===== src/verilog/kpi_pkg.sv =====
/*
  Package for the keypad pin interrupt block: register offsets, field
  positions and reset values, plus the carrier struct for pin control.
  Assumes a 32-bit APB with word-aligned registers.
*/
package kpi_pkg;
  // ----------------------------------------------------------------
  // register offsets
  // ----------------------------------------------------------------
  localparam logic [7:0] KPI_STATUS_CONTROL_OFF = 8'h00;
  localparam logic [7:0] KPI_PIN_ENABLE_OFF     = 8'h04;
  localparam logic [7:0] KPI_PORT_CONFIG_OFF    = 8'h08;
  localparam logic [7:0] KPI_PIN_LEVEL_OFF      = 8'h0C;

  // ----------------------------------------------------------------
  // status/control fields
  // ----------------------------------------------------------------
  localparam int KPI_TRIGGER_SELECT_BIT = 0;
  localparam int KPI_MASK_BIT           = 1;
  localparam int KPI_ACK_BIT            = 2;
  localparam int KPI_PENDING_BIT        = 3;

  // port config: bits 7:0 direction, 15:8 pullup enable
  localparam int KPI_DIR_LSB            = 0;
  localparam int KPI_PULLUP_LSB         = 8;

  // ----------------------------------------------------------------
  // reset values
  // ----------------------------------------------------------------
  localparam logic [7:0]  KPI_PIN_ENABLE_RST  = 8'h00;
  localparam logic [15:0] KPI_PORT_CONFIG_RST = 16'h0000;
  localparam logic        KPI_CTRL_BIT_RST    = 1'b0;
  localparam logic [7:0]  KPI_SYNC_RST        = 8'hFF;

  typedef struct packed {
    logic [7:0] pullup_on;
    logic [7:0] output_enable_n;
  } kpi_pin_ctrl_t;
endpackage


===== src/verilog/kpi_keypad_interrupt_unit.sv =====
/*
  Keypad pin interrupt unit: eight active-low keypad inputs with enables,
  one shared latch, edge or edge-plus-level trigger, mask and acknowledge.
  Assumes an APB master on pclk, port pins arriving asynchronously, and
  break state and vector-fetch acknowledge supplied by the core.
*/
// Our own choices: register access over APB and the register addresses.
//
// How it works
// - one enable bit per keypad pin
// - enabled pin forces its pullup on
// - latch sets on first low after all high
// - edge mode ignores edge while another low
// - level mode holds request while any low
// - level mode clears after all high and acknowledge
// - vector fetch acknowledges and clears latch
// - writing acknowledge one clears the latch
// - later falling edge sets latch again
// - unmasked pending request goes to cpu
// - reset clears request and trigger select
// - edge mode acknowledge clears latch at once
// - pending flag readable, independent of mask
// - enabled pin forced to input
// - unmasked request wakes from wait
// - unmasked request wakes from stop, registered on pclk
// - break with clear enable lets clears act
// - break without clear enable protects status
// - status byte layout, acknowledge reads zero
// - eight read/write pin enable bits
`timescale 1ns/1ps
module kpi_keypad_interrupt_unit
  import kpi_pkg::*;
(
  input  wire logic                  pclk,
  input  wire logic                  presetn,
  input  wire logic                  psel,
  input  wire logic                  penable,
  input  wire logic                  pwrite,
  input  wire logic [7:0]            paddr,
  input  wire logic [31:0]           pwdata,
  output logic      [31:0]           prdata,
  output logic                       pready,
  output logic                       pslverr,
  input  wire logic [7:0]            keypad_input_pins,
  input  wire logic                  vector_fetch_ack,
  input  wire logic                  break_state,
  input  wire logic                  break_clear_enable,
  output logic                       cpu_irq_req,
  output logic                       wakeup_req,
  output kpi_pkg::kpi_pin_ctrl_t     pin_ctrl
);
  import kpi_pkg::*;

  // ----------------------------------------------------------------
  // registers
  // ----------------------------------------------------------------
  logic [7:0]  keypad_pin_enable_reg;
  logic [7:0]  direction_reg;
  logic [7:0]  pullup_cfg_reg;
  logic        keypad_trigger_select_reg;
  logic        keypad_mask_reg;
  logic        latch_reg;
  logic [7:0]  sync1_reg;
  logic [7:0]  sync2_reg;
  logic        any_low_prev_reg;
  logic        latch_next;
  logic [31:0] read_next;
  logic        irq_next;
  logic [7:0]  pullup_next;
  logic [7:0]  oe_n_next;
  logic [7:0]  pin_level;

  // ----------------------------------------------------------------
  // helpers
  // ----------------------------------------------------------------
  // word compare: the two low address bits never pick a register
  function automatic logic addr_hit(input logic [7:0] a, input logic [7:0] off);
    addr_hit = (a[7:2] == off[7:2]);
  endfunction

  // any of the four implemented words
  function automatic logic addr_mapped(input logic [7:0] a);
    addr_mapped = addr_hit(a, KPI_STATUS_CONTROL_OFF) |
                  addr_hit(a, KPI_PIN_ENABLE_OFF) |
                  addr_hit(a, KPI_PORT_CONFIG_OFF) |
                  addr_hit(a, KPI_PIN_LEVEL_OFF);
  endfunction

  // an enabled pin is low; the keys are active low
  function automatic logic enabled_low(input logic [7:0] level, input logic [7:0] enable);
    enabled_low = |(~level & enable);
  endfunction

  // a request stands while latched or while held low in level mode
  function automatic logic pending_of(input logic latched, input logic held);
    pending_of = latched | held;
  endfunction

  // status byte as software sees it; the acknowledge bit always reads zero
  function automatic logic [31:0] status_word(input logic pend, input logic mask, input logic trig);
    status_word                         = 32'h00000000;
    status_word[KPI_PENDING_BIT]        = pend;
    status_word[KPI_MASK_BIT]           = mask;
    status_word[KPI_TRIGGER_SELECT_BIT] = trig;
  endfunction

  // zero-extend a byte to the bus width
  function automatic logic [31:0] byte_word(input logic [7:0] b);
    byte_word = {24'h000000, b};
  endfunction

  // pins that get a pullup: keypad duty or software choice
  function automatic logic [7:0] pullup_mask(input logic [7:0] enable, input logic [7:0] cfg);
    pullup_mask = enable | cfg;
  endfunction

  // low enables the pin driver; a keypad pin never drives
  function automatic logic [7:0] drive_n(input logic [7:0] dir, input logic [7:0] enable);
    drive_n = ~(dir & ~enable);
  endfunction

  // ----------------------------------------------------------------
  // bus decode
  // ----------------------------------------------------------------
  logic wr_en;
  logic rd_en;
  logic mapped;
  logic ack_write;
  logic clear_allowed;
  logic acknowledge;
  logic any_low;
  logic edge_event;
  logic sel_status;
  logic sel_enable;
  logic sel_config;
  logic sel_level;
  logic ack_vector;
  logic ack_soft;

  // ----------------------------------------------------------------
  // register selects
  // ----------------------------------------------------------------
  assign sel_status = addr_hit(paddr, KPI_STATUS_CONTROL_OFF);
  assign sel_enable = addr_hit(paddr, KPI_PIN_ENABLE_OFF);
  assign sel_config = addr_hit(paddr, KPI_PORT_CONFIG_OFF);
  assign sel_level  = addr_hit(paddr, KPI_PIN_LEVEL_OFF);

  // writes act at the access edge that carries pready
  assign wr_en  = psel & penable & pwrite & pready;
  // reads are sampled in setup so the data stand with pready
  assign rd_en  = psel & ~penable & ~pwrite;
  assign mapped = addr_mapped(paddr);
  assign ack_write = wr_en & sel_status & pwdata[KPI_ACK_BIT];

  // ----------------------------------------------------------------
  // acknowledge
  // ----------------------------------------------------------------
  // break gating: clears act outside break or when allowed
  assign clear_allowed = ~break_state | break_clear_enable;
  assign ack_vector = vector_fetch_ack & clear_allowed;
  assign ack_soft   = ack_write & clear_allowed;
  // both acknowledges clear the same latch
  assign acknowledge = ack_vector | ack_soft;

  // ----------------------------------------------------------------
  // input synchroniser and detection
  // ----------------------------------------------------------------
  // first synchroniser stage
  // stages reset high like released keys, so no false edge follows reset
  always_ff @(posedge pclk or negedge presetn) begin
    if (!presetn) begin
      sync1_reg <= KPI_SYNC_RST;
    end else begin
      sync1_reg <= keypad_input_pins;
    end
  end

  // second stage, the only one that logic reads
  always_ff @(posedge pclk or negedge presetn) begin
    if (!presetn) begin
      sync2_reg <= KPI_SYNC_RST;
    end else begin
      sync2_reg <= sync1_reg;
    end
  end

  assign any_low = enabled_low(sync2_reg, keypad_pin_enable_reg);
  assign edge_event = any_low & ~any_low_prev_reg;

  always_ff @(posedge pclk or negedge presetn) begin
    if (!presetn) begin
      any_low_prev_reg <= 1'b0;
    end else begin
      any_low_prev_reg <= any_low;
    end
  end

  // ----------------------------------------------------------------
  // shared latch
  // ----------------------------------------------------------------
  always_comb begin
    latch_next = latch_reg;
    if (acknowledge) begin
      latch_next = 1'b0;
    end
    if (edge_event) begin
      latch_next = 1'b1;
    end
  end

  always_ff @(posedge pclk or negedge presetn) begin
    if (!presetn) begin
      latch_reg <= KPI_CTRL_BIT_RST;
    end else begin
      latch_reg <= latch_next;
    end
  end

  // pending includes held low in level mode
  logic level_hold;
  logic pending;
  // a low enabled pin keeps the request only in level mode
  assign level_hold = keypad_trigger_select_reg & any_low;
  assign pending    = pending_of(latch_reg, level_hold);

  // ----------------------------------------------------------------
  // control registers
  // ----------------------------------------------------------------
  // trigger select, cleared by reset
  always_ff @(posedge pclk or negedge presetn) begin
    if (!presetn) begin
      keypad_trigger_select_reg <= KPI_CTRL_BIT_RST;
    end else if (wr_en && sel_status) begin
      keypad_trigger_select_reg <= pwdata[KPI_TRIGGER_SELECT_BIT];
    end
  end

  always_ff @(posedge pclk or negedge presetn) begin
    if (!presetn) begin
      keypad_mask_reg <= KPI_CTRL_BIT_RST;
    end else if (wr_en && sel_status) begin
      keypad_mask_reg <= pwdata[KPI_MASK_BIT];
    end
  end

  always_ff @(posedge pclk or negedge presetn) begin
    if (!presetn) begin
      keypad_pin_enable_reg <= KPI_PIN_ENABLE_RST;
    end else if (wr_en && addr_hit(paddr, KPI_PIN_ENABLE_OFF)) begin
      keypad_pin_enable_reg <= pwdata[7:0];
    end
  end

  // ----------------------------------------------------------------
  // port configuration
  // ----------------------------------------------------------------
  // direction per pin, one means output
  always_ff @(posedge pclk or negedge presetn) begin
    if (!presetn) begin
      direction_reg <= KPI_PORT_CONFIG_RST[KPI_DIR_LSB +: 8];
    end else if (wr_en && sel_config) begin
      direction_reg <= pwdata[KPI_DIR_LSB +: 8];
    end
  end

  // software pullup choice per pin
  always_ff @(posedge pclk or negedge presetn) begin
    if (!presetn) begin
      pullup_cfg_reg <= KPI_PORT_CONFIG_RST[KPI_PULLUP_LSB +: 8];
    end else if (wr_en && sel_config) begin
      pullup_cfg_reg <= pwdata[KPI_PULLUP_LSB +: 8];
    end
  end

  // ----------------------------------------------------------------
  // apb answer: no wait state, read data latched in setup
  // ----------------------------------------------------------------
  // answers the access that follows every setup
  always_ff @(posedge pclk or negedge presetn) begin
    if (!presetn) begin
      pready <= 1'b0;
    end else begin
      pready <= psel & ~penable;
    end
  end

  // unmapped words refused together with pready
  always_ff @(posedge pclk or negedge presetn) begin
    if (!presetn) begin
      pslverr <= 1'b0;
    end else begin
      pslverr <= psel & ~penable & ~mapped;
    end
  end

  // ----------------------------------------------------------------
  // read path
  // ----------------------------------------------------------------
  // pin level readable only where direction is input
  assign pin_level = sync2_reg & ~direction_reg;

  always_comb begin
    read_next = 32'h00000000;
    if (sel_status) begin
      read_next = status_word(pending, keypad_mask_reg, keypad_trigger_select_reg);
    end else if (sel_enable) begin
      read_next = byte_word(keypad_pin_enable_reg);
    end else if (sel_config) begin
      read_next = {16'h0000, pullup_cfg_reg, direction_reg};
    end else if (sel_level) begin
      read_next = byte_word(pin_level);
    end
  end

  // read data stay until the next read, so they stand with pready
  always_ff @(posedge pclk or negedge presetn) begin
    if (!presetn) begin
      prdata <= 32'h00000000;
    end else if (rd_en) begin
      prdata <= read_next;
    end
  end

  // ----------------------------------------------------------------
  // outputs
  // ----------------------------------------------------------------
  // request is pending and not masked
  assign irq_next = pending & ~keypad_mask_reg;

  always_ff @(posedge pclk or negedge presetn) begin
    if (!presetn) begin
      cpu_irq_req <= 1'b0;
    end else begin
      cpu_irq_req <= irq_next;
    end
  end

  // wake request from unmasked pending
  // taken on pclk: the clock of this unit must keep running in stop
  always_ff @(posedge pclk or negedge presetn) begin
    if (!presetn) begin
      wakeup_req <= 1'b0;
    end else begin
      wakeup_req <= irq_next;
    end
  end

  // ----------------------------------------------------------------
  // pin control
  // ----------------------------------------------------------------
  always_comb begin
    pullup_next = pullup_mask(keypad_pin_enable_reg, pullup_cfg_reg);
    oe_n_next   = drive_n(direction_reg, keypad_pin_enable_reg);
  end

  always_ff @(posedge pclk or negedge presetn) begin
    if (!presetn) begin
      pin_ctrl <= '{pullup_on: 8'h00, output_enable_n: 8'hFF};
    end else begin
      pin_ctrl <= '{pullup_on: pullup_next, output_enable_n: oe_n_next};
    end
  end
endmodule


===== config.mk =====
export PLATFORM = sky130hd
export DESIGN_NAME = kpi_keypad_interrupt_unit
export DESIGN_NICKNAME = d
export VERILOG_FILES = /design/src/verilog/kpi_pkg.sv /design/src/verilog/kpi_keypad_interrupt_unit.sv
export SDC_FILE = /design/constraint.sdc
export NUM_CORES = 1
export LEC_CHECK = 0
export BUFFER_PORTS_ARGS = -buffer_cell sky130_fd_sc_hd__buf_2
export CAP_MARGIN = 20
export CORE_ASPECT_RATIO = 0.6
export CORE_MARGIN = 1.5
export CORE_UTILIZATION = 55
export CTS_BUF_LIST = sky130_fd_sc_hd__clkbuf_4
export CTS_CLUSTER_DIAMETER = 100
export CTS_CLUSTER_SIZE = 30
export DETAILED_ROUTE_END_ITERATION = 16
export GPL_ROUTABILITY_DRIVEN = 0
export PLACE_DENSITY = 0.89
export SYNTH_ARGS = -nofsm -noshare
export SYNTH_HDL_FRONTEND = slang
export SYNTH_SLANG_ARGS = --single-unit

===== constraint.sdc =====
create_clock -name pclk -period 4.99 [get_ports pclk]
set_input_delay 0.2495 -clock pclk [delete_from_list [all_inputs] [get_ports pclk]]
set_output_delay 0.2495 -clock pclk [all_outputs]
set_load 0.005 [all_outputs]

==> flow_metrics.env <==
export IMPL_ant_nets=0
export IMPL_timing_max_cap_violations=0
export IMPL_synth_cell_type_count=36
export IMPL_synthSimpleGateAreaFrac_pct=10.23
export IMPL_start_util_pct=59.36
export IMPL_hold_violations=0
export IMPL_ir_worst_vdd_v=0.0001778
export IMPL_fin_cells=398
export IMPL_netlist_top_cells_area="dfrtp_1 44%, dfstp_2 20%, buf_4 4.1%"
export IMPL_utilization_pct=70.83
export IMPL_synth_top_family_by_area="simple AND/OR/NAND/NOR gates"
export IMPL_clock_skew_ns=0.02088
export IMPL_synthMuxAreaShare_pct=8.424
export IMPL_cts_max_level=3
export IMPL_grt_start_max_net_pins=80
export IMPL_dp_cells=372
export IMPL_dieWidth_um=100.2
export IMPL_finalSetupViolCount=0
export IMPL_drt_pass1_iterations=5
export IMPL_dp_slack_ns=2.620
export IMPL_cp_required_ns=5.35
export IMPL_fin_ws_ns=2.758
export IMPL_clockBufferDepth=2
export IMPL_clk_latency_ns=0.42
export IMPL_worst_ep_arrival_time_ns=2.59
export IMPL_power_density_nw_per_um2=313.8
export IMPL_antenna_found_initial=0
export IMPL_yosysSeqAreaShare_pct=64.34
export IMPL_ys_flop_type="dfrtp_1"
export IMPL_period_needed_ns=2.232
export IMPL_hold_class="in2reg"
export IMPL_ys_ff_latch=79
export IMPL_clock_root_buffer="clkbuf_4"
export IMPL_synth_edf_count=0
export IMPL_n_antenna_cell=0
export IMPL_synth_warnings=0
export IMPL_rsz0062_at_grt="no"
export IMPL_clkTransAtPathRegs_ns=0.12
export IMPL_dieArea_um2=6147
export IMPL_grt_ovfl_total=0
export IMPL_portBuffers=73
export IMPL_yosys_area_share_xor_xnor_pct=0
export IMPL_highest_layer="met4"
export IMPL_reg_top3="pin_ctrl (16), prdata (16)"
export IMPL_cts_sinks=79
export IMPL_core_um2=5255
export IMPL_grt_use_total_pct=21.87
export IMPL_criticalPathCategory="in2reg"
export IMPL_yosys_area_top_type_share_pct=44.12
export IMPL_status="complete, no violations"
export IMPL_grt_pass1_wl_um=9708
export IMPL_synth_area_um2=3119
export IMPL_reg2regPathDepth=4
export IMPL_die_h_um=61.34
export IMPL_leakage_nw=1.752
export IMPL_fp_row_count=20
export IMPL_post_route_drc_count=0
export IMPL_synthArstFlopShare_pct=100.0
export IMPL_hpwl_um=4471
export IMPL_yosys_top_cells_count="55 x dfrtp_1, 29 x nand2_1, 24 x dfstp_2"
export IMPL_wl_met2_um=2779
export IMPL_synth_compound_area_share_pct=9.667
export IMPL_worst_pin_slew_ns=0.9290
export IMPL_numCtsBuffers=9
export IMPL_timing_final_crit_share_pct=44.73
export IMPL_endpoint_kind="flop"
export IMPL_synth_top_cell_by_area="dfrtp_1"
export IMPL_fin_nets=383
export IMPL_worstPathMaxFanout=20
export IMPL_drt_iter0_drc=115
export IMPL_wl_met1_um=2865
export IMPL_timing_slew_headroom_pct=38.07
export IMPL_min_path_cells=3
export IMPL_drive_gt1_share_pct=43.07
export IMPL_yosysMostFrequentCell="dfrtp_1"
export IMPL_synth_fa_ha_area_share_pct=0
export IMPL_vias_per_cell=5.224
export IMPL_slew_viol_final=0
export IMPL_area_growth_pct=19.33
export IMPL_grt_pass1_vias=1970
export IMPL_startpoint_type="input pin"
export IMPL_top_level_ports=108
export IMPL_wl_per_cell_um=15.53
export IMPL_met3_length_um=501
export IMPL_syn_area_per_cell_um2=12.84
export IMPL_clock_fmax_ghz=0.4481
export IMPL_syn_inst=243
export IMPL_wirelength_um=6182
export IMPL_cts_tree="yes"
export IMPL_dr_total_vias=2079
export IMPL_tns_ns=0
## cells in the final DEF, fill, tap and decap left out, types with 2 or more instances in the layout
cell type,instances
or2_2,8
nor4_1,2
a22oi_1,10
dfrtp_1,55
nand2_1,29
o22ai_1,4
bufinv_16,2
o21ai_0,19
clkbuf_4,11
dfstp_2,24
inv_1,13
mux2i_1,6
a22o_1,8
mux2_4,6
dlygate4sd3_1,10
buf_4,2
conb_1,16
buf_2,72
mux2_2,10
nand3b_1,2
nor2b_1,3
nor2_1,2
## per-layer routing
metal	vias up	global-route usage, %
met4	0	7.847
met5	-	0
met3	4	7.264
met1	1014	29.05
met2	87	34.69
li1	974	-
## power breakdown
part / total [mW] / switching, mW / internal, mW
registers: 0.671 / 0.00906 / 0.662
clock network: 0.424 / 0.208 / 0.216
logic: 0.0730 / 0.0413 / 0.0317
total: 1.17 / 0.259 / 0.909
## layout make-up
type / instances / area (um2)
fill: 383 / 1533
timing repair buffer: 84 / 475.5
clock inverter: 5 / 82.58
multi-input combinational: 140 / 943.4
sequential: 79 / 2007
clock buffer: 11 / 82.58
tap: 66 / 82.58
inverter: 13 / 48.80
## per-stage QoR
stage          power [mW]  hold slack (ns)  area [um2]
4_1_cts             1.176          0.03746        3722
5_1_grt             1.216          0.03968        3722
2_1_floorplan      0.7171         -0.04609        3176
3_5_place_dp       0.7493           0.3478        3457
3_3_place_gp       0.7459           0.3460        3457
6_report            1.168          0.04815        3722
## logic make-up after synthesis
group | after synthesis
other cells | 1
mux | 22
buf+inv | 39
flops | 79
simple gates | 56
compound gates | 46
## worst max-delay path, stage by stage
cell and delay (ns):
dlygate4sd3_1 0.53, buf_2 0.13, or3b_2 0.68, nor4b_2 0.76
a22o_1 0.24
## what timing repair did
| action | in CTS | in global routing |
|---|---|---|
| hold endpoints to repair | 47 | 0 |
| buffers inserted | 0 | 0 |
| gates resized for setup | 0 | 0 |
| setup endpoints to repair | 0 | 0 |
| hold buffers | 10 | 0 |
## worst paths after layout
check	start	to	slack, ns
max	penable	prdata[15]	2.76
min	pwdata[6]	keypad_pin_enable_reg[6]	0.05
max reg2reg	pready	direction_reg[1]	3.26
min reg2reg	sync1_reg[4]	sync2_reg[4]	0.36
max in group asynchronous	presetn	direction_reg[3]	3.87
min in group asynchronous	presetn	pin_ctrl[15]	0.51
No activity file was read; power rests on OpenSTA's default activity.
